$ cat src/sdc_pkg.sv
// Register map, field layout and bus constants for the DMA configuration and interrupt block.
package sdc_pkg;

	////////////////////////////////////////////////////////////////////////////////
	// Register map.
	localparam logic [31:0] SDC_BASE = 32'h3FF5_8000;
	localparam logic [31:0] SDC_SPAN_MASK = 32'hFFFF_FF00;
	localparam logic [7:0] OFS_CONFIG = 8'h00;
	localparam logic [7:0] OFS_RAW = 8'h04;
	localparam logic [7:0] OFS_STATUS = 8'h08;
	localparam logic [7:0] OFS_ENABLE = 8'h0C;
	localparam logic [7:0] OFS_CLEAR = 8'h10;

	////////////////////////////////////////////////////////////////////////////////
	// Configuration register fields.
	localparam int CFG_W = 6;
	localparam int CFG_RECV_RST = 0;
	localparam int CFG_SEND_RST = 1;
	localparam int CFG_RECV_LOOP = 2;
	localparam int CFG_SEND_LOOP = 3;
	localparam int CFG_SEND_WRBACK = 4;
	localparam int CFG_TOKEN_CLR = 5;
	localparam logic [CFG_W-1:0] CFG_RESET = 6'h00;

	////////////////////////////////////////////////////////////////////////////////
	// Interrupt flag layout: host vector bits low, DMA events above them.
	localparam int HOSTV_W = 8;
	localparam int EVENT_W = 10;
	localparam int EVENT_LSB = 8;
	localparam int FLAG_W = 18;
	localparam logic [FLAG_W-1:0] ENA_RESET = 18'h00000;
	localparam logic [HOSTV_W-1:0] HOSTV_NONE = 8'h00;

	////////////////////////////////////////////////////////////////////////////////
	// Bus answers.
	localparam logic [1:0] RESP_OKAY = 2'h0;
	localparam logic [1:0] RESP_SLVERR = 2'h2;

endpackage : sdc_pkg

$ cat src/sdc_axil_slave.sv
// AXI4-Lite slave front end: accepts one write and one read at a time.
`timescale 1ns/100ps
module sdc_axil_slave
	import sdc_pkg::*;
(
	// Clock and reset.
	input wire logic clk,
	input wire logic rst_n,
	// Write channels.
	input wire logic [31:0] awaddr,
	input wire logic awvalid,
	output logic awready,
	input wire logic [31:0] wdata,
	input wire logic [3:0] wstrb,
	input wire logic wvalid,
	output logic wready,
	output logic [1:0] bresp,
	output logic bvalid,
	input wire logic bready,
	// Read channels.
	input wire logic [31:0] araddr,
	input wire logic arvalid,
	output logic arready,
	output logic [31:0] rdata,
	output logic [1:0] rresp,
	output logic rvalid,
	input wire logic rready,
	// Register file side.
	output logic wr_en,
	output logic [31:0] wr_addr,
	output logic [31:0] wr_data,
	output logic [3:0] wr_strb,
	input wire logic wr_hit,
	input wire logic [31:0] rd_data,
	input wire logic rd_hit
);

	logic aw_full;
	logic w_full;
	logic next_aw_full;
	logic next_w_full;
	logic next_rvalid;
	wire aw_take = awvalid & awready;
	wire w_take = wvalid & wready;
	wire ar_take = arvalid & arready;

	// The write goes ahead once both halves are held and the last answer is gone.
	assign wr_en = aw_full & w_full & ~bvalid;
	assign next_aw_full = wr_en ? 1'b0 : (aw_full | aw_take);
	assign next_w_full = wr_en ? 1'b0 : (w_full | w_take);
	assign next_rvalid = ar_take | (rvalid & ~rready);

	always_ff @(posedge clk or negedge rst_n) begin
		if (!rst_n) begin
			aw_full <= 1'b0;
			w_full <= 1'b0;
			awready <= 1'b0;
			wready <= 1'b0;
			wr_addr <= '0;
			wr_data <= '0;
			wr_strb <= '0;
			bvalid <= 1'b0;
			bresp <= RESP_OKAY;
			arready <= 1'b0;
			rvalid <= 1'b0;
			rdata <= '0;
			rresp <= RESP_OKAY;
		end else begin
			aw_full <= next_aw_full;
			w_full <= next_w_full;
			awready <= ~next_aw_full;
			wready <= ~next_w_full;
			if (aw_take) begin
				wr_addr <= awaddr;
			end
			if (w_take) begin
				wr_data <= wdata;
				wr_strb <= wstrb;
			end
			if (wr_en) begin
				bvalid <= 1'b1;
				bresp <= wr_hit ? RESP_OKAY : RESP_SLVERR;
			end else if (bready) begin
				bvalid <= 1'b0;
			end
			rvalid <= next_rvalid;
			arready <= ~next_rvalid;
			if (ar_take) begin
				rdata <= rd_hit ? rd_data : '0;
				rresp <= rd_hit ? RESP_OKAY : RESP_SLVERR;
			end
		end
	end

	read_answer_a: assert property (@(posedge clk) disable iff (!rst_n)
		ar_take |=> (rvalid && !arready))
		else $error("read not answered on the next cycle");

endmodule : sdc_axil_slave

$ cat src/sdc_dma_cfg_irq.sv
// Top of the DMA channel configuration and interrupt register block.
//
// Functional notes
// - Registers sit at base 0x3FF58000: config, raw, status, enable, clear at 0..0x10.
// - Send owner writeback bit lets the engine update send descriptor owner bits.
// - Send loop test wraps the send list and leaves owner bits alone.
// - Receive loop test wraps the receive list and leaves owner bits alone.
// - Send state machine is held in reset while its reset bit is set.
// - Receive state machine is held in reset while its reset bit is set.
// - Raw flag for a descriptor error while sending.
// - Raw flag for a descriptor error while receiving.
// - Raw flag when a whole send operation has finished.
// - Raw flag each time one send buffer is fully sent.
// - Raw flag when a receive operation completes successfully.
// - Raw flag each time one receive buffer is filled.
// - Raw flag on receive buffer overflow.
// - Raw flag on send buffer underflow.
// - Separate raw flags for receive start and send start.
// - Eight raw flags set by the matching host-to-slave vector bits.
// - Each raw flag has a matching read-only status bit elsewhere.
// - One read/write enable bit per DMA event source.
// - Eight read/write enable bits for the host vector bits.
// - Host vector bits clear themselves right after signalling.
`timescale 1ns/100ps
module sdc_dma_cfg_irq
	import sdc_pkg::*;
(
	// Clock and reset.
	input wire logic REF_CLK,
	input wire logic RST_N,
	// AXI4-Lite write channels.
	input wire logic [31:0] AWADDR,
	input wire logic AWVALID,
	output logic AWREADY,
	input wire logic [31:0] WDATA,
	input wire logic [3:0] WSTRB,
	input wire logic WVALID,
	output logic WREADY,
	output logic [1:0] BRESP,
	output logic BVALID,
	input wire logic BREADY,
	// AXI4-Lite read channels.
	input wire logic [31:0] ARADDR,
	input wire logic ARVALID,
	output logic ARREADY,
	output logic [31:0] RDATA,
	output logic [1:0] RRESP,
	output logic RVALID,
	input wire logic RREADY,
	// DMA engine event pulses.
	input wire logic SEND_DESCRIPTOR_ERROR,
	input wire logic RECEIVE_DESCRIPTOR_ERROR,
	input wire logic SEND_COMPLETE,
	input wire logic SEND_BUFFER_DONE,
	input wire logic RECEIVE_COMPLETE,
	input wire logic RECEIVE_BUFFER_DONE,
	input wire logic RECEIVE_OVERFLOW,
	input wire logic SEND_UNDERFLOW,
	input wire logic RECEIVE_START,
	input wire logic SEND_START,
	// Host-side vector write.
	input wire logic HOST_VECTOR_WR,
	input wire logic [7:0] HOST_VECTOR_DATA,
	// DMA engine controls.
	output logic SEND_FSM_RESET,
	output logic RECEIVE_FSM_RESET,
	output logic SEND_OWNER_WRITEBACK,
	output logic RECEIVE_OWNER_WRITEBACK,
	output logic SEND_LOOP_WRAP,
	output logic RECEIVE_LOOP_WRAP,
	output logic TOKEN_AUTO_CLEAR,
	// Host vector and processor interrupt.
	output logic [7:0] HOST_VECTOR_PENDING,
	output logic IRQ_OUT
);

	////////////////////////////////////////////////////////////////////////////////
	// Byte-lane merge used by the config and enable registers.
	function automatic logic [31:0] merge_lanes(
		input logic [31:0] old_value,
		input logic [31:0] new_value,
		input logic [3:0] strb
	);
		logic [31:0] result;
		result = old_value;
		for (int i = 0; i < 4; i++) begin
			if (strb[i]) begin
				result[i*8 +: 8] = new_value[i*8 +: 8];
			end
		end
		return result;
	endfunction : merge_lanes

	// Word decode against the block base.
	function automatic logic is_reg(
		input logic [31:0] addr,
		input logic [7:0] offset
	);
		return ((addr & SDC_SPAN_MASK) == SDC_BASE) && (addr[7:0] == offset);
	endfunction : is_reg

	////////////////////////////////////////////////////////////////////////////////
	// Register state.
	logic [CFG_W-1:0] config_reg;
	logic [FLAG_W-1:0] enable_reg;
	logic [FLAG_W-1:0] raw_flags;
	logic [HOSTV_W-1:0] host_vector;
	logic [HOSTV_W-1:0] next_host_vector;
	logic [CFG_W-1:0] next_config;
	logic [FLAG_W-1:0] next_enable;

	// Bus request side.
	logic wr_en;
	logic [31:0] wr_addr;
	logic [31:0] wr_data;
	logic [3:0] wr_strb;
	logic [31:0] rd_data;

	////////////////////////////////////////////////////////////////////////////////
	// Address decode.
	wire wr_cfg = wr_en & is_reg(wr_addr, OFS_CONFIG);
	wire wr_ena = wr_en & is_reg(wr_addr, OFS_ENABLE);
	wire wr_clr = wr_en & is_reg(wr_addr, OFS_CLEAR);
	wire wr_hit = is_reg(wr_addr, OFS_CONFIG) | is_reg(wr_addr, OFS_ENABLE)
		| is_reg(wr_addr, OFS_CLEAR) | is_reg(wr_addr, OFS_RAW)
		| is_reg(wr_addr, OFS_STATUS);
	wire rd_cfg = is_reg(ARADDR, OFS_CONFIG);
	wire rd_raw = is_reg(ARADDR, OFS_RAW);
	wire rd_sts = is_reg(ARADDR, OFS_STATUS);
	wire rd_ena = is_reg(ARADDR, OFS_ENABLE);
	wire rd_clr = is_reg(ARADDR, OFS_CLEAR);
	wire rd_hit = rd_cfg | rd_raw | rd_sts | rd_ena | rd_clr;

	////////////////////////////////////////////////////////////////////////////////
	// Event and status wiring.
	wire [EVENT_W-1:0] dma_events = {
		SEND_START,
		RECEIVE_START,
		SEND_UNDERFLOW,
		RECEIVE_OVERFLOW,
		RECEIVE_BUFFER_DONE,
		RECEIVE_COMPLETE,
		SEND_BUFFER_DONE,
		SEND_COMPLETE,
		RECEIVE_DESCRIPTOR_ERROR,
		SEND_DESCRIPTOR_ERROR
	};
	wire [FLAG_W-1:0] flag_set = {dma_events, host_vector};
	wire [FLAG_W-1:0] flag_clear = wr_clr ? (wr_data[FLAG_W-1:0]
		& {{(FLAG_W-16){wr_strb[2]}}, {8{wr_strb[1]}}, {8{wr_strb[0]}}}) : '0;
	wire [FLAG_W-1:0] status_flags = raw_flags & enable_reg;

	// Read multiplexer; the clear register reads as zero.
	assign rd_data = rd_cfg ? {{(32-CFG_W){1'b0}}, config_reg}
		: rd_raw ? {{(32-FLAG_W){1'b0}}, raw_flags}
		: rd_sts ? {{(32-FLAG_W){1'b0}}, status_flags}
		: rd_ena ? {{(32-FLAG_W){1'b0}}, enable_reg}
		: 32'h0000_0000;

	////////////////////////////////////////////////////////////////////////////////
	// Next register values.
	wire [31:0] cfg_merged = merge_lanes({{(32-CFG_W){1'b0}}, config_reg}, wr_data, wr_strb);
	wire [31:0] ena_merged = merge_lanes({{(32-FLAG_W){1'b0}}, enable_reg}, wr_data, wr_strb);
	assign next_config = wr_cfg ? cfg_merged[CFG_W-1:0] : config_reg;
	assign next_enable = wr_ena ? ena_merged[FLAG_W-1:0] : enable_reg;

	// A host write raises the vector for one cycle only, then it drops by itself.
	assign next_host_vector = HOST_VECTOR_WR ? HOST_VECTOR_DATA : HOSTV_NONE;

	////////////////////////////////////////////////////////////////////////////////
	// Bus slave.
	sdc_axil_slave u_bus (
		.clk(REF_CLK),
		.rst_n(RST_N),
		.awaddr(AWADDR),
		.awvalid(AWVALID),
		.awready(AWREADY),
		.wdata(WDATA),
		.wstrb(WSTRB),
		.wvalid(WVALID),
		.wready(WREADY),
		.bresp(BRESP),
		.bvalid(BVALID),
		.bready(BREADY),
		.araddr(ARADDR),
		.arvalid(ARVALID),
		.arready(ARREADY),
		.rdata(RDATA),
		.rresp(RRESP),
		.rvalid(RVALID),
		.rready(RREADY),
		.wr_en(wr_en),
		.wr_addr(wr_addr),
		.wr_data(wr_data),
		.wr_strb(wr_strb),
		.wr_hit(wr_hit),
		.rd_data(rd_data),
		.rd_hit(rd_hit)
	);

	// Raw interrupt flags.
	sdc_sticky_flags #(
		.WIDTH(FLAG_W)
	) u_raw (
		.clk(REF_CLK),
		.rst_n(RST_N),
		.set(flag_set),
		.clear(flag_clear),
		.flags(raw_flags)
	);

	////////////////////////////////////////////////////////////////////////////////
	// Register and output flops.
	always_ff @(posedge REF_CLK or negedge RST_N) begin
		if (!RST_N) begin
			config_reg <= CFG_RESET;
			enable_reg <= ENA_RESET;
			host_vector <= HOSTV_NONE;
		end else begin
			config_reg <= next_config;
			enable_reg <= next_enable;
			host_vector <= next_host_vector;
		end
	end

	always_ff @(posedge REF_CLK or negedge RST_N) begin
		if (!RST_N) begin
			SEND_FSM_RESET <= 1'b0;
			RECEIVE_FSM_RESET <= 1'b0;
			SEND_OWNER_WRITEBACK <= 1'b0;
			RECEIVE_OWNER_WRITEBACK <= 1'b0;
			SEND_LOOP_WRAP <= 1'b0;
			RECEIVE_LOOP_WRAP <= 1'b0;
			TOKEN_AUTO_CLEAR <= 1'b0;
			HOST_VECTOR_PENDING <= HOSTV_NONE;
			IRQ_OUT <= 1'b0;
		end else begin
			SEND_FSM_RESET <= config_reg[CFG_SEND_RST];
			RECEIVE_FSM_RESET <= config_reg[CFG_RECV_RST];
			SEND_OWNER_WRITEBACK <= config_reg[CFG_SEND_WRBACK]
				& ~config_reg[CFG_SEND_LOOP];
			RECEIVE_OWNER_WRITEBACK <= ~config_reg[CFG_RECV_LOOP];
			SEND_LOOP_WRAP <= config_reg[CFG_SEND_LOOP];
			RECEIVE_LOOP_WRAP <= config_reg[CFG_RECV_LOOP];
			TOKEN_AUTO_CLEAR <= config_reg[CFG_TOKEN_CLR];
			HOST_VECTOR_PENDING <= host_vector;
			IRQ_OUT <= |status_flags;
		end
	end

	////////////////////////////////////////////////////////////////////////////////
	// Checks.
	send_reset_hold_a: assert property (@(posedge REF_CLK) disable iff (!RST_N)
		(wr_cfg && wr_strb[0]) |-> ##2 (SEND_FSM_RESET == $past(wr_data[CFG_SEND_RST], 2)))
		else $error("send reset does not follow the config write");

	recv_reset_hold_a: assert property (@(posedge REF_CLK) disable iff (!RST_N)
		(wr_cfg && wr_strb[0]) |-> ##2 (RECEIVE_FSM_RESET == $past(wr_data[CFG_RECV_RST], 2)))
		else $error("receive reset does not follow the config write");

	owner_loop_a: assert property (@(posedge REF_CLK) disable iff (!RST_N)
		$past(config_reg[CFG_SEND_LOOP]) |-> !SEND_OWNER_WRITEBACK)
		else $error("owner writeback active during send loop test");

	recv_owner_a: assert property (@(posedge REF_CLK) disable iff (!RST_N)
		RECEIVE_LOOP_WRAP |-> !RECEIVE_OWNER_WRITEBACK)
		else $error("owner writeback active during receive loop test");

	event_capture_a: assert property (@(posedge REF_CLK) disable iff (!RST_N)
		(dma_events != '0) |=> ((raw_flags[FLAG_W-1:EVENT_LSB] & $past(dma_events))
			== $past(dma_events)))
		else $error("DMA event not captured in raw flags");

	host_bit_a: assert property (@(posedge REF_CLK) disable iff (!RST_N)
		(HOST_VECTOR_WR && HOST_VECTOR_DATA[0]) |-> ##2 raw_flags[0])
		else $error("host vector bit 0 not captured");

	vector_self_clear_a: assert property (@(posedge REF_CLK) disable iff (!RST_N)
		(host_vector != HOSTV_NONE && !HOST_VECTOR_WR) |=> (host_vector == HOSTV_NONE))
		else $error("host vector did not clear itself");

	irq_mask_a: assert property (@(posedge REF_CLK) disable iff (!RST_N)
		(enable_reg == ENA_RESET) |=> !IRQ_OUT)
		else $error("interrupt raised with all enables off");

	clear_flag_a: assert property (@(posedge REF_CLK) disable iff (!RST_N)
		(flag_clear[0] && !flag_set[0]) |=> !raw_flags[0])
		else $error("raw flag survived its clear");

	status_pair_a: assert property (@(posedge REF_CLK) disable iff (!RST_N)
		(raw_flags[EVENT_LSB] && enable_reg[EVENT_LSB]) |=> IRQ_OUT)
		else $error("enabled raw flag did not raise the interrupt");

	send_loop_copy_a: assert property (@(posedge REF_CLK) disable iff (!RST_N)
		(wr_cfg && wr_strb[0]) |-> ##2 (SEND_LOOP_WRAP == $past(wr_data[CFG_SEND_LOOP], 2)))
		else $error("send loop output does not follow the config write");

	recv_loop_copy_a: assert property (@(posedge REF_CLK) disable iff (!RST_N)
		(wr_cfg && wr_strb[0]) |-> ##2 (RECEIVE_LOOP_WRAP == $past(wr_data[CFG_RECV_LOOP], 2)))
		else $error("receive loop output does not follow the config write");

	writeback_copy_a: assert property (@(posedge REF_CLK) disable iff (!RST_N)
		(wr_cfg && wr_strb[0]) |-> ##2 (SEND_OWNER_WRITEBACK
			== ($past(wr_data[CFG_SEND_WRBACK], 2) && !$past(wr_data[CFG_SEND_LOOP], 2))))
		else $error("send owner writeback does not follow the config write");

	recv_owner_copy_a: assert property (@(posedge REF_CLK) disable iff (!RST_N)
		(wr_cfg && wr_strb[0]) |-> ##2 (RECEIVE_OWNER_WRITEBACK
			== !$past(wr_data[CFG_RECV_LOOP], 2)))
		else $error("receive owner writeback does not follow the config write");

	config_write_a: assert property (@(posedge REF_CLK) disable iff (!RST_N)
		(wr_cfg && wr_strb[0]) |=> (config_reg == $past(wr_data[CFG_W-1:0])))
		else $error("config register missed a write");

	enable_write_a: assert property (@(posedge REF_CLK) disable iff (!RST_N)
		(wr_ena && (&wr_strb)) |=> (enable_reg == $past(wr_data[FLAG_W-1:0])))
		else $error("enable register missed a write");

	irq_follow_a: assert property (@(posedge REF_CLK) disable iff (!RST_N)
		(status_flags != '0) |=> IRQ_OUT)
		else $error("interrupt missing for an enabled flag");

	irq_quiet_a: assert property (@(posedge REF_CLK) disable iff (!RST_N)
		(status_flags == '0) |=> !IRQ_OUT)
		else $error("interrupt raised with no status bit");

	pending_quiet_a: assert property (@(posedge REF_CLK) disable iff (!RST_N)
		(host_vector == HOSTV_NONE) |=> (HOST_VECTOR_PENDING == HOSTV_NONE))
		else $error("host vector pending without a host write");

	host_all_bits_a: assert property (@(posedge REF_CLK) disable iff (!RST_N)
		(host_vector != HOSTV_NONE) |=> ((raw_flags[HOSTV_W-1:0] & $past(host_vector))
			== $past(host_vector)))
		else $error("host vector bit not captured");

	raw_rise_a: assert property (@(posedge REF_CLK) disable iff (!RST_N)
		1'b1 |=> ((raw_flags & ~$past(raw_flags) & ~$past(flag_set)) == '0))
		else $error("raw flag rose without its event");

	clear_all_a: assert property (@(posedge REF_CLK) disable iff (!RST_N)
		(flag_clear != '0) |=> ((raw_flags & $past(flag_clear) & ~$past(flag_set)) == '0))
		else $error("a cleared raw flag stayed set");

	raw_read_a: assert property (@(posedge REF_CLK) disable iff (!RST_N)
		(ARVALID && ARREADY && rd_raw) |=> (RDATA == {{(32-FLAG_W){1'b0}}, $past(raw_flags)}))
		else $error("raw flags read back wrong");

	status_read_a: assert property (@(posedge REF_CLK) disable iff (!RST_N)
		(ARVALID && ARREADY && rd_sts)
			|=> (RDATA == {{(32-FLAG_W){1'b0}}, $past(status_flags)}))
		else $error("status flags read back wrong");

endmodule : sdc_dma_cfg_irq

$ cat src/sdc_sticky_flags.sv
// Sticky event flags: set by hardware pulses, cleared by write-one-to-clear.
`timescale 1ns/100ps
module sdc_sticky_flags
	import sdc_pkg::*;
#(
	parameter int WIDTH = FLAG_W
) (
	// Clock and reset.
	input wire logic clk,
	input wire logic rst_n,
	// Set and clear requests.
	input wire logic [WIDTH-1:0] set,
	input wire logic [WIDTH-1:0] clear,
	// Flag state.
	output logic [WIDTH-1:0] flags
);

	logic [WIDTH-1:0] next_flags;

	// A set in the same cycle as its clear is kept.
	assign next_flags = (flags & ~clear) | set;

	always_ff @(posedge clk or negedge rst_n) begin
		if (!rst_n) begin
			flags <= '0;
		end else begin
			flags <= next_flags;
		end
	end

	set_wins_a: assert property (@(posedge clk) disable iff (!rst_n)
		(set != '0) |=> ((flags & $past(set)) == $past(set)))
		else $error("a set flag was lost");

	flag_hold_a: assert property (@(posedge clk) disable iff (!rst_n)
		1'b1 |=> ((flags & ~$past(clear) & $past(flags)) == ($past(flags) & ~$past(clear))))
		else $error("a flag dropped without a clear");

endmodule : sdc_sticky_flags

$ cat config.mk
export PLATFORM = sky130hd
export DESIGN_NAME = sdc_dma_cfg_irq
export DESIGN_NICKNAME = d
export VERILOG_FILES = /design/src/sdc_pkg.sv /design/src/sdc_axil_slave.sv /design/src/sdc_dma_cfg_irq.sv /design/src/sdc_sticky_flags.sv
export SDC_FILE = /design/constraint.sdc
export NUM_CORES = 1
export LEC_CHECK = 0
export BUFFER_PORTS_ARGS = -buffer_cell sky130_fd_sc_hd__buf_2
export CAP_MARGIN = 15
export CORE_MARGIN = 2
export CORE_UTILIZATION = 50
export DETAILED_ROUTE_END_ITERATION = 8
export GPL_TIMING_DRIVEN = 0
export PLACE_DENSITY = 0.83
export SLEW_MARGIN = 20
export SYNTH_ARGS = -nofsm -noshare
export SYNTH_HDL_FRONTEND = slang
export SYNTH_HIERARCHICAL = 1
export SYNTH_SLANG_ARGS = --single-unit
$ cat constraint.sdc
create_clock -name REF_CLK -period 2.5 [get_ports REF_CLK]
set_clock_uncertainty 0.2 [all_clocks]
set_input_delay 0.75 -clock REF_CLK [delete_from_list [all_inputs] [get_ports REF_CLK]]
set_output_delay 0.75 -clock REF_CLK [all_outputs]
set_load 0.05 [all_outputs]
**Word-level counts from Yosys, hierarchy flattened**

Index checks and enable logic that the tools add are counted.

- Bits in registers: 162

- Eq/ne operators: 10
- Mux-type cells: 13
- Bitwise operators: 33
- Reductions and logical operators: 18

Operators by type and width:

| operator | count |
|---|---|
| $mux W18 | 6 |
| $and A18 B18 Y18 | 3 |
| $eq A24 B22 Y1 const B | 2 |
| $eq A8 B4 Y1 const B | 4 |
| $not A18 Y18 | 1 |
| $or A18 B18 Y18 | 1 |
| $reduce_or A18 Y1 | 1 |
| $eq A8 B3 Y1 const B | 2 |
| $eq A8 B5 Y1 const B | 2 |
| $logic_not A8 Y1 | 2 |
| $or A1 B1 Y1 | 11 |
| $and A1 B1 Y1 | 10 |
| $logic_and A1 B1 Y1 | 10 |
| $mux W8 | 1 |
| $reduce_and A2 Y1 | 4 |
| $not A1 Y1 | 7 |
| $mux W1 | 4 |
| $mux W2 | 2 |
| $reduce_bool A2 Y1 | 1 |

**Longest topological paths before layout**

- Depth in word-level cells: 7
- Mapped depth: 8
- Gate-level depth less buffers: 7

**Hierarchy**

The synthesis kept the hierarchy.

By module, submodules not included:

| module | times used | cells each | area each (µm²) |
|---|---|---|---|
| sdc_axil_slave | 1 | 319 | 4419.2 |
| sdc_dma_cfg_irq | 1 | 231 | 2586.2 |
| sdc_sticky_flags | 1 | 54 | 653.1 |

**Worst setup path before layout**

OpenSTA, ideal clock, no wires.

- Kind: input -> register
- From: in ARADDR[28]
- To: reg u_bus.rdata[10]
- Setup time: 0.076 ns
- Arrival: 2.397 ns
- Slack: -0.173 ns
- Stages: 8
- Cell sequence: nand4_1 or4b_1 or3_1 nor2_1 clkbuf_2 clkbuf_1 nand4_1 o21ai_1

- Cells in the longest elaborated chain, start to end: 7
- Elaborated cells on any way between the ends: 15
- Those cells by class: eq/ne: 1; mux: 5; bitwise: 4; reduce/logical: 5

RTL lines:

| what | line | RTL |
|---|---|---|
| from (decl) | sdc_dma_cfg_irq.sv:43 | `input wire logic [31:0] ARADDR,` |
| $eq A24 B22 Y1 * | sdc_dma_cfg_irq.sv:99 | `return ((addr & SDC_SPAN_MASK) == SDC_BASE) && (addr[7:0] == offset);` |
| $logic_and A1 B1 Y1 | sdc_dma_cfg_irq.sv:99 |  |
| $or A1 B1 Y1 (3 in series) | sdc_dma_cfg_irq.sv:132 | `wire rd_hit = rd_cfg \| rd_raw \| rd_sts \| rd_ena \| rd_clr;` |
| $or A1 B1 Y1 * | sdc_dma_cfg_irq.sv:132 |  |
| named net rd_hit | sdc_dma_cfg_irq.sv:132 |  |
| $mux W18 * | sdc_axil_slave.sv:89 | `rdata <= rd_hit ? rd_data : '0;` |
| to (signal assigned) | sdc_axil_slave.sv:89 |  |
| to (decl) | sdc_axil_slave.sv:24 | `output logic [31:0] rdata,` |

The timed path passes the listed nets; every way through them passes the cells marked *.
A chain may end at the register's enable or synchronous reset.

**Worst setup path after layout**

- From: in ARADDR[28]
- To: reg u_bus.rdata[10]

- Cells in the longest elaborated chain, start to end: 7
- Elaborated cells on any way between the ends: 15
- Those cells by class: eq/ne: 1; mux: 5; bitwise: 4; reduce/logical: 5

RTL lines:

| what | line | RTL |
|---|---|---|
| $eq A24 B22 Y1 * | sdc_dma_cfg_irq.sv:99 |  |
| $logic_and A1 B1 Y1 | sdc_dma_cfg_irq.sv:99 |  |
| $mux W18 | sdc_dma_cfg_irq.sv:157 | `: rd_ena ? {{(32-FLAG_W){1'b0}}, enable_reg}` |
| $mux W18 | sdc_dma_cfg_irq.sv:156 | `: rd_sts ? {{(32-FLAG_W){1'b0}}, status_flags}` |
| $mux W18 | sdc_dma_cfg_irq.sv:155 | `: rd_raw ? {{(32-FLAG_W){1'b0}}, raw_flags}` |
| $mux W18 * | sdc_dma_cfg_irq.sv:154 | `assign rd_data = rd_cfg ? {{(32-CFG_W){1'b0}}, config_reg}` |
| named net rd_data[10] | sdc_dma_cfg_irq.sv:117 | `logic [31:0] rd_data;` |
| $mux W18 * | sdc_axil_slave.sv:89 |  |

Marks and branches as above.

==> impl_metrics.env <==
export IMPL_outcome="complete, but fails checks"
export IMPL_violations="negative setup slack"
export IMPL_p_total_mw=7.62
export IMPL_tightest_slew_ns=0.718
export IMPL_syn_area_per_cell_um2=12.4
export IMPL_cts_made_buffers=17
export IMPL_fillers=1063
export IMPL_post_route_period_util_pct=100
export IMPL_grt_pass1_wl_um=25700
export IMPL_hold_viol_final=0
export IMPL_finalCriticalPeriod_ns=2.50
export IMPL_worstSetupStartpointType="primary input"
export IMPL_track_usage_pct=22.4
export IMPL_ctsLongestPathBuffers=2
export IMPL_power_density_mw_per_mm2=845
export IMPL_cts_sinks=160
export IMPL_setup_ws_ns=-0.00133
export IMPL_die_x_um=123
export IMPL_wl_um=16300
export IMPL_area_growth_pct=26.8
export IMPL_finalMaxSlewViolations=0
export IMPL_portBuffers=163
export IMPL_end_kind="flip-flop"
export IMPL_drtPass1Iterations=4
export IMPL_worst_skew_pair_late_latency_ns=0.42
export IMPL_path_class="in2reg"
export IMPL_max_freq_ghz=0.400
export IMPL_placedCellCount=932
export IMPL_start_util_pct=51.3
export IMPL_r2r_cells=4
export IMPL_r2r_end="enable_reg[4]"
export IMPL_coreArea_mm2=0.0139
export IMPL_layout_drive_gt1_share_pct=41.6
export IMPL_syn_cell_area_mm2=0.00711
export IMPL_root_buffer="clkbuf_16"
export IMPL_whs_ns=0.0579
export IMPL_dpl_worst_slack_ns=-0.554
export IMPL_ys_warn_count=6
export IMPL_final_util_pct=65.0
export IMPL_dieArea_mm2=0.0152
export IMPL_ir_worst_vdd_v=0.000645
export IMPL_rrSetupSlack_ns=0.08
export IMPL_num_antenna_cells=0
export IMPL_relSlewSlack_pct=51.8
export IMPL_ios=183
export IMPL_final_nets=897
export IMPL_setup_viol=1
export IMPL_grt_pass1_vias=5024
export IMPL_drt_iter0_markers=247
export IMPL_cp_arrival_ns=2.64
export IMPL_post_dp_hpwl_um=11700
export IMPL_cp_required_ns=2.64
export IMPL_r2r_start="u_bus/wr_addr[11]"
export IMPL_rsz0062_at_grt="yes"
export IMPL_vias=5091
export IMPL_max_cap_viol_count=0
export IMPL_cts_tree="done"
export IMPL_ant_nets=0
export IMPL_min_path_type="in2async"
export IMPL_largestRegisters="u_bus/rdata (32), u_bus/wr_addr (32)"
export IMPL_syn_inst=574
export IMPL_setup_tns_ns=-0.00133
export IMPL_vias_per_cell=5.28
export IMPL_dpl_instance_area_mm2=0.00827
export IMPL_rows=43
export IMPL_gr_total_overflow=0
export IMPL_fin_cells=964
export IMPL_die_h_um=123
export IMPL_grt_antenna_before_repair=0
export IMPL_final_cell_area_mm2=0.00902
export IMPL_p_leak_nw=4.19
export IMPL_htreeDepth=4
export IMPL_clkTransAtPathRegs_ns=0.06
export IMPL_drc=0
export IMPL_routedWlPerCell_um=16.9
export IMPL_post_cts_buffers=0
export IMPL_grt_max_degree=103
export IMPL_crit_fanout=9
export IMPL_gp_congestion=0.847
==> how the worst max path moves through the flow <==
stage	startpoint	endpoint	depth (start not counted)	slack [ns]
CTS	ARADDR[22]	u_bus/rdata[10]	9	0.002
global route	u_bus/wr_addr[30]	u_raw/flags[14]	6	-0.08
global placement	RST_N	u_bus/wr_addr[15]	1	-1.84
floorplan	ARADDR[28]	u_bus/rdata[13]	8	-0.14
detailed placement	ARADDR[22]	u_bus/rdata[1]	8	-0.55
finish	ARADDR[28]	u_bus/rdata[10]	8	-0.001
==> what timing repair did <==
action	in CTS	in global routing
hold endpoints to repair	0	0
cloned	0	1
pin swaps	2	4
hold buffers	0	0
resized for setup	10	21
endpoints found under the setup margin	29	34
==> critical path, cell delays in order <==
cell and delay (ns):
buf_6 0.06, nand4_1 0.09, or4b_4 0.53, or4_4 0.66, buf_12 0.20, a21oi_4 0.11, nand4_1 0.11, o21ai_1 0.12
==> layout make-up <==
type / instances / area (um^2) / area share [%]
repair buffers: 165 / 903 / 10.0
multi-input cells: 335 / 2780 / 30.8
well taps: 180 / 225 / 2.50
flip-flops and latches: 160 / 4000 / 44.4
plain buffers: 35 / 295 / 3.27
inverters: 57 / 214 / 2.37
clock buffers: 20 / 467 / 5.17
clock inverters: 12 / 133 / 1.47
==> report_power, final <==
group	leakage, nW	switching, mW	internal, mW
Combinational	1.93	0.672	0.869
Clock	0.288	1.03	1.55
Sequential	1.97	0.413	3.09
==> layer usage <==
layer / GRT usage (%) / wire length (um)
met1: 28.5 / 6860
met4: 7.88 / 327
met3: 6.23 / 1100
met5: 0 / 0
met2: 36.7 / 7990
==> placed cells by master (no fill, tap or decap), drive strengths merged, types with 2 or more instances in the layout <==
master      n
a211oi     14
a21o       19
a21oi      12
a221oi      3
a22o        3
a22oi       3
and2       24
and4        2
and4b       2
buf       184
bufinv      2
clkbuf     36
clkinv      6
clkinvlp    3
conb       16
dfrtp     160
inv        58
mux2       78
mux2i       3
nand2      23
nand4      38
nand4b      2
nor2        9
nor2b       8
nor3        2
nor4        6
o211ai     12
o21a        2
o21ai      40
or4         3
Power figures use the tool's default switching activity.
